<file path="src/inc/regmap_pkg.sv">
package regmap_pkg;

  // ******************************************************
  // Bus carriers
  // ******************************************************
  typedef struct packed {
    logic [7:0] addr;
    logic rd;
    logic wr;
    logic [7:0] wdata;
  } sfr_req_s;

  typedef struct packed {
    logic [15:0] addr;
    logic rd;
    logic wr;
    logic [7:0] wdata;
  } xbus_req_s;

  // ******************************************************
  // Special function register space
  // ******************************************************
  localparam int SFR_SPACE_BIT = 7;
  localparam int CSFR_NUM = 4;
  localparam logic [7:0] CSFR_BASE = 8'hB0;
  localparam int DSFR_NUM = 4;
  localparam logic [7:0] DSFR_ADDR [DSFR_NUM] = '{8'hA8, 8'hA9, 8'hAA, 8'hAB};
  localparam logic [7:0] BYTE_RST = 8'h00;
  localparam logic [7:0] READ_ZERO = 8'h00;

  // ******************************************************
  // External-data register space
  // ******************************************************
  localparam logic [15:0] XREG_BASE = 16'hF000;
  localparam logic [15:0] XREG_SPAN = 16'h0100;
  localparam logic [7:0] XOFS_TRIM0 = 8'h10;
  localparam logic [7:0] XOFS_TRIM1 = 8'h14;
  localparam logic [7:0] XOFS_TEST = 8'h18;
  localparam logic [7:0] XOFS_PACK = 8'h40;
  localparam int TRIM0_BITS = 23;
  localparam int NUM_XBYTES = 6;
  // Storage bytes, least significant first within each register
  localparam logic [7:0] XBYTE_REG_OFS [NUM_XBYTES] = '{
    XOFS_TRIM0 + 8'h03, XOFS_TRIM0 + 8'h02, XOFS_TRIM0 + 8'h01,
    XOFS_TRIM1 + 8'h01, XOFS_TRIM1, XOFS_TEST};
  localparam logic [7:0] XBYTE_PACK_OFS [NUM_XBYTES] = '{
    XOFS_PACK, XOFS_PACK + 8'h01, XOFS_PACK + 8'h02,
    XOFS_PACK + 8'h03, XOFS_PACK + 8'h04, XOFS_PACK};
  localparam logic XBYTE_HAS_PACK [NUM_XBYTES] = '{1'b1, 1'b1, 1'b1, 1'b1, 1'b1, 1'b0};
  localparam int XBYTE_WIDTH [NUM_XBYTES] = '{8, 8, TRIM0_BITS - 16, 8, 8, 8};

endpackage

</file>
<file path="src/design/sfr_xdata_register_map.sv">
`timescale 1ns/10ps
module sfr_xdata_register_map #(
  parameter int CSFR_N = regmap_pkg::CSFR_NUM,
  parameter int DSFR_N = regmap_pkg::DSFR_NUM
) (
  // Clock and reset
  input wire logic ref_clk,
  input wire logic resetn,
  // CPU special function register bus
  input wire regmap_pkg::sfr_req_s sfr_req,
  output logic [7:0] sfr_rdata,
  // Distributed SFR modules
  input wire logic [DSFR_N-1:0][7:0] dist_rdata,
  output logic [DSFR_N-1:0] dist_wr,
  output logic [7:0] dist_wdata,
  // CPU external-data bus
  input wire regmap_pkg::xbus_req_s x_req,
  output logic [7:0] x_rdata,
  // Register contents towards the rest of the chip
  output logic [CSFR_N-1:0][7:0] csfr_value,
  output logic [regmap_pkg::NUM_XBYTES-1:0][7:0] trim_value
);

  localparam int NXB = regmap_pkg::NUM_XBYTES;

  // ******************************************************
  // SFR decode
  // ******************************************************
  logic sfr_space;
  logic [CSFR_N-1:0] csfr_hit;
  logic [DSFR_N-1:0] dsfr_hit;
  logic [7:0] next_sfr_rdata;
  logic [DSFR_N-1:0] next_dist_wr;

  // Addresses below the SFR space are internal RAM, never ours
  assign sfr_space = sfr_req.addr[regmap_pkg::SFR_SPACE_BIT];

  genvar gi;
  generate
    for (gi = 0; gi < CSFR_N; gi++) begin : g_csfr
      assign csfr_hit[gi] = sfr_space &&
        (sfr_req.addr == (regmap_pkg::CSFR_BASE + 8'(gi)));
      byte_store #(.W(8)) u_csfr (
        .ref_clk(ref_clk),
        .resetn(resetn),
        .reg_wr(sfr_req.wr && csfr_hit[gi]),
        .pack_wr(1'b0),
        .wdata(sfr_req.wdata),
        .value(csfr_value[gi])
      );
    end
    for (gi = 0; gi < DSFR_N; gi++) begin : g_dsfr
      assign dsfr_hit[gi] = sfr_space && (sfr_req.addr == regmap_pkg::DSFR_ADDR[gi]);
    end
  endgenerate

  assign next_dist_wr = sfr_req.wr ? dsfr_hit : '0;

  always_comb begin
    next_sfr_rdata = regmap_pkg::READ_ZERO;
    for (int i = 0; i < CSFR_N; i++) begin
      if (csfr_hit[i]) begin
        next_sfr_rdata = next_sfr_rdata | csfr_value[i];
      end
    end
    for (int j = 0; j < DSFR_N; j++) begin
      if (dsfr_hit[j]) begin
        next_sfr_rdata = next_sfr_rdata | dist_rdata[j];
      end
    end
  end

  // Write data is registered with the strobe so owners see it stable
  always_ff @(posedge ref_clk or negedge resetn) begin
    if (!resetn) begin
      sfr_rdata <= regmap_pkg::READ_ZERO;
      dist_wr <= '0;
      dist_wdata <= regmap_pkg::BYTE_RST;
    end else begin
      if (sfr_req.rd) begin
        sfr_rdata <= next_sfr_rdata;
      end
      dist_wr <= next_dist_wr;
      dist_wdata <= sfr_req.wdata;
    end
  end

  // ******************************************************
  // External-data bank decode
  // ******************************************************
  logic [15:0] x_diff;
  logic x_in_win;
  logic [7:0] xofs;
  logic [NXB-1:0] reg_hit;
  logic [NXB-1:0] pack_hit;
  logic [7:0] next_x_rdata;

  // Only the external-data strobes reach this bank; the SFR bus cannot
  assign x_diff = x_req.addr - regmap_pkg::XREG_BASE;
  assign x_in_win = x_diff < regmap_pkg::XREG_SPAN;
  assign xofs = x_diff[7:0];

  generate
    for (gi = 0; gi < NXB; gi++) begin : g_xbyte
      assign reg_hit[gi] = x_in_win && (xofs == regmap_pkg::XBYTE_REG_OFS[gi]);
      assign pack_hit[gi] = x_in_win && regmap_pkg::XBYTE_HAS_PACK[gi] &&
        (xofs == regmap_pkg::XBYTE_PACK_OFS[gi]);
      byte_store #(.W(regmap_pkg::XBYTE_WIDTH[gi])) u_xbyte (
        .ref_clk(ref_clk),
        .resetn(resetn),
        .reg_wr(x_req.wr && reg_hit[gi]),
        .pack_wr(x_req.wr && pack_hit[gi]),
        .wdata(x_req.wdata),
        .value(trim_value[gi])
      );
    end
  endgenerate

  // Unbacked bytes, such as the top byte of the 23-bit trim slot, match nothing
  always_comb begin
    next_x_rdata = regmap_pkg::READ_ZERO;
    for (int k = 0; k < NXB; k++) begin
      if (reg_hit[k] || pack_hit[k]) begin
        next_x_rdata = next_x_rdata | trim_value[k];
      end
    end
  end

  always_ff @(posedge ref_clk or negedge resetn) begin
    if (!resetn) begin
      x_rdata <= regmap_pkg::READ_ZERO;
    end else if (x_req.rd) begin
      x_rdata <= next_x_rdata;
    end
  end
endmodule

</file>
<file path="src/design/byte_store.sv">
`timescale 1ns/10ps
module byte_store #(
  parameter int W = 8
) (
  // Clock and reset
  input wire logic ref_clk,
  input wire logic resetn,
  // Two write views onto one storage
  input wire logic reg_wr,
  input wire logic pack_wr,
  input wire logic [7:0] wdata,
  // Stored value, unimplemented bits zero
  output logic [7:0] value
);

  logic [W-1:0] store;

  always_ff @(posedge ref_clk or negedge resetn) begin
    if (!resetn) begin
      store <= regmap_pkg::BYTE_RST[W-1:0];
    end else if (reg_wr || pack_wr) begin
      store <= wdata[W-1:0];
    end
  end

  generate
    if (W < 8) begin : g_pad
      assign value = {{(8 - W){1'b0}}, store};
    end else begin : g_full
      assign value = store;
    end
  endgenerate

endmodule

</file>
<file path="config.mk">
export PLATFORM = sky130hd
export DESIGN_NAME = sfr_xdata_register_map
export DESIGN_NICKNAME = d
export VERILOG_FILES = /design/src/inc/regmap_pkg.sv /design/src/design/sfr_xdata_register_map.sv /design/src/design/byte_store.sv
export SDC_FILE = /design/constraint.sdc
export NUM_CORES = 1
export LEC_CHECK = 0
export BUFFER_PORTS_ARGS = -buffer_cell sky130_fd_sc_hd__clkbuf_2
export CORE_MARGIN = 2
export CORE_UTILIZATION = 49
export DETAILED_ROUTE_END_ITERATION = 10
export PLACE_DENSITY = 0.8
export SLEW_MARGIN = 20
export SYNTH_ARGS = -nofsm -noshare
export SYNTH_HDL_FRONTEND = slang
export SYNTH_SLANG_ARGS = --single-unit
</file>
<file path="constraint.sdc">
create_clock -name ref_clk -period 1.5 [get_ports ref_clk]
set_input_delay 0.15 -clock ref_clk [delete_from_list [all_inputs] [get_ports ref_clk]]
set_output_delay 0.15 -clock ref_clk [all_outputs]
set_load 0.005 [all_outputs]
</file>
Word level (Yosys, flattened, before mapping)
Cells that the tools add are included.

Bitwise logic cells: 12. Order comparisons: 1. Reduce and logical (&&, ||, !) cells: 44. Add/sub/neg operators: 1. Equality and inequality tests: 19. Muxes and demuxes: 15.

Operators by type and width (count): 8-bit two-way mux (14); 8-bit bitwise OR (11); 8-bit == test, second input constant (8); 8-bit by 5-bit == test with 1-bit output, second input constant (6); 8-bit by 7-bit == test with 1-bit output, second input constant (5); 1-bit logical AND (34); 16-bit by 9-bit less-than comparator with 1-bit output, second input constant (1); 16-bit subtractor, second input constant (1); 1-bit logical OR (10); 8-bit by 7-bit bitwise OR with 8-bit output (1); 4-bit two-way mux (1).

Flip-flop bits (word level): 107.

Logic depth before layout (Yosys ltp)
Depth in word-level cells: 17. Mapped depth: 6.

Cells and area by module
A second synthesis with hierarchy kept.

Cell total of the unflattened synthesis: 360. Area, all modules: 5004.8 um^2.

Modules (own cells, without submodules): byte_store (g_csfr[0].u_csfr ...) (area an instance 301.5 um^2, cells an instance 17, times used 9); sfr_xdata_register_map (area an instance 2014.4 um^2, cells an instance 190, times used 1); byte_store (g_xbyte[2].u_xbyte) (area an instance 276.5 um^2, cells an instance 17, times used 1).

Worst setup path before layout
Ideal clock, no wire load.

Path kind: input to register. Start: input port x_req[20] in the netlist's numbering. End: register g_xbyte[4].u_xbyte.store[5]. Setup slack: -0.167 ns. Cell stages on the path: 5. Data arrival time: 1.542 ns. Library setup time: 0.125 ns. Required time: 1.375 ns. Cell sequence: nor4_4 > nand2_2 > nor4_4 > nand2_4 > mux2_4.

Cells in the longest elaborated chain, start to end: 5.

RTL lines: from (decl) (line sfr_xdata_register_map.sv:17) `input wire regmap_pkg::xbus_req_s x_req,`; 16-bit subtractor (*) (line sfr_xdata_register_map.sv:99) `assign x_diff = x_req.addr - regmap_pkg::XREG_BASE;`; 16-bit by 9-bit less-than comparator with 1-bit output (*) (line sfr_xdata_register_map.sv:100) `assign x_in_win = x_diff < regmap_pkg::XREG_SPAN;`; 1-bit logical AND (on tied branches) (line sfr_xdata_register_map.sv:105, sfr_xdata_register_map.sv:106); 1-bit logical AND (on tied branches) (line sfr_xdata_register_map.sv:111, sfr_xdata_register_map.sv:112); 1-bit logical OR (*) (line byte_store.sv:21) `end else if (reg_wr || pack_wr) begin`; to (signal assigned) (line byte_store.sv:20) `store <= regmap_pkg::BYTE_RST[W-1:0];`; to (signal assigned) (line byte_store.sv:22) `store <= wdata[W-1:0];`; to (decl) (line byte_store.sv:16) `logic [W-1:0] store;`.

Every way passes the cells marked *; elsewhere a longest branch is shown, timed or not. A chain may end at the register's enable or synchronous reset.

Worst setup path in the final report
Start: register g_csfr[3].u_csfr.store[4]. End: register sfr_rdata[4].

Cells in the longest elaborated chain, start to end: 10.

RTL lines: from (decl) (line byte_store.sv:16); from (signal assigned) (line byte_store.sv:20); from (signal assigned) (line byte_store.sv:22); 8-bit bitwise OR (*) (line sfr_xdata_register_map.sv:63) `next_sfr_rdata = next_sfr_rdata | csfr_value[i];`; 8-bit two-way mux (*) (line sfr_xdata_register_map.sv:62) `if (csfr_hit[i]) begin`; 8-bit bitwise OR (line sfr_xdata_register_map.sv:68) `next_sfr_rdata = next_sfr_rdata | dist_rdata[j];`; 8-bit two-way mux (*) (line sfr_xdata_register_map.sv:67) `if (dsfr_hit[j]) begin`; 8-bit bitwise OR (line sfr_xdata_register_map.sv:68); 8-bit two-way mux (*) (line sfr_xdata_register_map.sv:67); 8-bit bitwise OR (line sfr_xdata_register_map.sv:68); 8-bit two-way mux (*) (line sfr_xdata_register_map.sv:67); 8-bit bitwise OR (line sfr_xdata_register_map.sv:68); 8-bit two-way mux (*) (line sfr_xdata_register_map.sv:67); to (signal assigned) (line sfr_xdata_register_map.sv:76) `sfr_rdata <= regmap_pkg::READ_ZERO;`; to (signal assigned) (line sfr_xdata_register_map.sv:81) `sfr_rdata <= next_sfr_rdata;`; to (decl) (line sfr_xdata_register_map.sv:11) `output logic [7:0] sfr_rdata,`.

Marks and branches as above.

==> flow_summary_export.csv <==
group,metric,value,unit
timing,final_worst_clock_skew,0.00976,ns
drt,routed-via-count,3948,
timing,finalHoldViolCount,0,
worst_setup_path,cp.arrival,1.65,ns
global_routing,globalRoute.busiestLayer,"met2",
cts,cts_buffer_depth,2,
synthesis,post_synth_fa_ha_maj_area_fraction,0,%
floorplan,initial_cell_density_of_the_core,49.8,%
min_path,hold_path_class,"input port to register",
final_layout,layout_commonest_cell,"sky130_fd_sc_hd__clkbuf_2",
cts,cts_tree,"built",
synthesis,synth_area_per_cell,14.0,µm²
timing,rsz0062_at_grt,"false",
synthesis,synth-xor-area-share,0.183,%
run,timing.max_cap.violations,0,
floorplan,dieArea,10600,µm²
place,postPlaceCellArea,6280,µm²
drt,final_antenna_net_count,0,
worst_setup_path,crit_slowest_cell,"sky130_fd_sc_hd__mux4_2",
place,gpl.final_weighted_congestion,0.943,
worst_setup_path,critPathMaxFanout,3,
global_routing,global_routing_met3_resource_utilization,6.24,%
synthesis,main_combinational_cell_family_by_area_after_synthesis,"multiplexers",
pwr,combinationalPowerShare,11.5,%
synthesis,number_of_instances_in_the_synthesized_netlist,343,
synthesis,area_of_the_mapped_netlist,4800,µm²
pwr,power_frac_clock,31.0,%
drt,drc,0,
synthesis,synth_edf_count,0,
floorplan,die_h,103,µm
pwr,irDropWorstVdd,628,µV
global_routing,antenna_violations_before_repair,0,
drt,post_drt_via_cell_ratio,5.51,
floorplan,dieWidth,103,µm
final_layout,fill_cell_instance_count_of_the_final_layout,735,
worst_setup_path,timing.critical_path.cells,"mux4_2 -> a21oi_1 -> a21oi_1",
synthesis,synth.area.top_cells,"sky130_fd_sc_hd__dfrtp_1 56%, sky130_fd_sc_hd__mux2_2 18%, sky130_fd_sc_hd__mux4_2 7.5%",
pwr,power.internal,3980,µW
synthesis,synth_compound_gate_area_share,6.99,%
final_layout,drive_gt1_share,59.9,%
synthesis,async_sr_flop_fraction,100,%
worst_setup_path,startpoint_type,"register",
cts,insertion_delay,0.36,ns
worst_setup_path,cpMostUsedCell,"sky130_fd_sc_hd__a21oi_1",
worst_setup_path,required_worst_endpoint,1.75,ns
cts,cts_root_buf,"sky130_fd_sc_hd__clkbuf_8",
synthesis,synth.largest_area_cell,"sky130_fd_sc_hd__dfrtp_1",
worst_setup_path,cp-end-kind,"register",
synthesis,seq_area_frac_synth,55.8,%
global_routing,groute.usage.overall,25.3,%
synthesis,synthFlopType,"sky130_fd_sc_hd__dfrtp_1",
global_routing,grt-ovfl-total,0,
timing,post-route-min-period,1.40,ns
synthesis,synth.distinct_cells,37,
worst_setup_path,critical-path-max-stage-delay,0.51,ns
pwr,power.static_leakage,0.00336,µW
final_layout,mostFrequentLayoutCells,"183 x sky130_fd_sc_hd__clkbuf_2, 107 x sky130_fd_sc_hd__dfrtp_1, 76 x sky130_fd_sc_hd__mux2_2",
timing,setup_viol,0,
drt,detail_route.first_pass.iterations,6,
timing,post-route-period-util,93.2,%
outcome,outcome,"completed",
global_routing,grt_max_degree,41,
pwr,sequentialPowerShare,57.5,%
cts,clock_buffers_created_by_tritoncts,9,
synthesis,synth_fp_nets,421,
pwr,design_power_total,5250,µW
cts,h-tree-depth,3,
timing,finalMaxSlewViolations,0,
final_layout,antennaDiodeCount,0,
floorplan,floorplan.core_area,9640,µm²
global_routing,first_global_vias,3907,
final_layout,nets,656,
global_routing,met1_usage,32.5,%
timing,max_freq,715,MHz
synthesis,yosys-mux-area-fraction,26.2,%
drt,post_dr_wirelength_cell,18.5,µm
drt,drt_iter0_drc,144,
place,place.port_buffers,184,
final_layout,area_growth_syn_to_layout,36.6,%
global_routing,met2_usage,40.8,%
worst_setup_path,critical_path_class,"register to register",
timing,setup_ws,0.102,ns
synthesis,synth_largest_type_area_fraction,55.8,%
global_routing,grt_first_pass_wirelength,20200,µm
synthesis,synth.yosys.warnings,0,
pwr,power.switching,1280,µW
place,post-place-ws,-0.220,ns
pwr,swShare,24.3,%
final_layout,finish.instance_area,6560,µm²
place,hpwl,10100,µm
pwr,power_per_cell_area,801,nW/µm²
floorplan,top_level_pins,186,
cts,number_of_clock_sinks,107,
synthesis,yosys_register_bits,107,
cts,clk_pin_slew_worst_paths,0.10,ns
synthesis,synth-simple-area-share,9.07,%
floorplan,rows,36,
drt,wirelength,13200,µm
==> power groups by stage <==
stage | clock, µW | sequential [µW] | combinational, µW
after floorplan | 0 | 3070 | 211
after global placement | 0 | 3070 | 570
after detailed placement | 0 | 3080 | 583
after CTS | 1670 | 3020 | 605
after global routing | 1800 | 3030 | 664
final | 1630 | 3020 | 603
==> Yosys cell counts, types with 3 or more instances <==
master / instances
sky130_fd_sc_hd__nor4bb_1: 3
sky130_fd_sc_hd__o21ai_0: 8
sky130_fd_sc_hd__a22oi_1: 7
sky130_fd_sc_hd__a21oi_1: 22
sky130_fd_sc_hd__dfrtp_1: 107
sky130_fd_sc_hd__a222oi_1: 5
sky130_fd_sc_hd__mux2_2: 77
sky130_fd_sc_hd__a221oi_1: 8
sky130_fd_sc_hd__nor2_2: 4
sky130_fd_sc_hd__nor2_1: 23
sky130_fd_sc_hd__buf_2: 4
sky130_fd_sc_hd__nor4b_1: 4
sky130_fd_sc_hd__mux4_2: 16
sky130_fd_sc_hd__nand3b_1: 3
sky130_fd_sc_hd__clkbuf_1: 4
sky130_fd_sc_hd__nand2_1: 4
sky130_fd_sc_hd__inv_1: 9
sky130_fd_sc_hd__nor2b_1: 8
==> metrics by stage <==
stage	hold slack (ns)	setup TNS (ns)	std cells	util, %
after floorplan	-0.146	-1.43	343	-
after global placement	0.118	-10.89	691	65.1
after detailed placement	0.121	-14.30	691	65.1
after CTS	0.0383	0	716	67.9
after global routing	0.0702	0	716	68.0
final	0.0605	0	716	68.0
==> cell type report <==
class | instances | area [µm²] | share of cell area [%]
clock inverters | 3 | 22.5 | 0.344
well taps | 133 | 166 | 2.54
inverters | 9 | 33.8 | 0.515
repair buffers | 234 | 1410 | 21.5
clock buffers | 13 | 159 | 2.42
multi-input cells | 217 | 2090 | 31.8
flip-flops and latches | 107 | 2680 | 40.8
==> worst max-delay path: cells and delay by family (launching register included) <==
| family | cells | cell delay [ns] |
|---|---|---|
| AOI/OAI and AO/OA | 2 | 0.36 |
| DFF | 1 | 0.41 |
| muxes | 1 | 0.51 |
==> registers in the layout, indices dropped and copies added (netlist names) <==
name / flops
dist_wdata: 8
g_csfr.u_csfr.value: 32
sfr_rdata: 8
g_xbyte.u_xbyte.store: 7
g_xbyte.u_xbyte.value: 40
x_rdata: 8
dist_wr: 4
==> layer usage <==
metal | wire length, µm | up-vias
met1 | 5230 | 1942
li1 | - | 1765
met5 | 0 | -
met2 | 6610 | 209
met4 | 367 | 0
met3 | 1000 | 32
==> kinds of logic (layout without fill, tap and decap cells) <==
kind of cell,after synthesis,in the layout
flip-flops,107,107
multiplexers,95,95
AND/OR/NAND/NOR,68,68
AO/OA/AOI/OAI,52,52
buffers and inverters,19,259
other,1,1
XOR/XNOR,1,1
==> path summary, 6_finish.rpt <==
kind | slack, ns | start | cells after the start | endpoint
worst max-delay path | 0.10 | g_csfr[3].u_csfr.value[4] | 3 | sfr_rdata[4]
worst min-delay path | 0.06 | sfr_req[8] | 3 | dist_wr[3]
worst max register to register | 0.10 | g_csfr[3].u_csfr.value[4] | 3 | sfr_rdata[4]
worst min register to register | 0.54 | sfr_rdata[3] | 2 | sfr_rdata[3]
max in group asynchronous | 0.67 | resetn | 3 | dist_wr[2]
min in group asynchronous | 0.26 | resetn | 2 | g_xbyte[5].u_xbyte.value[7]
==> timing repair <==
| action | 4_1_cts | 5_1_grt |
|---|---|---|
| endpoints found under the hold margin | 38 | 0 |
| endpoints found under the setup margin | 0 | 1 |
| hold buffers | 9 | 0 |
| buffers inserted | 0 | 0 |
| gates resized for setup | 0 | 1 |
(Power assumes the default switching activity.)
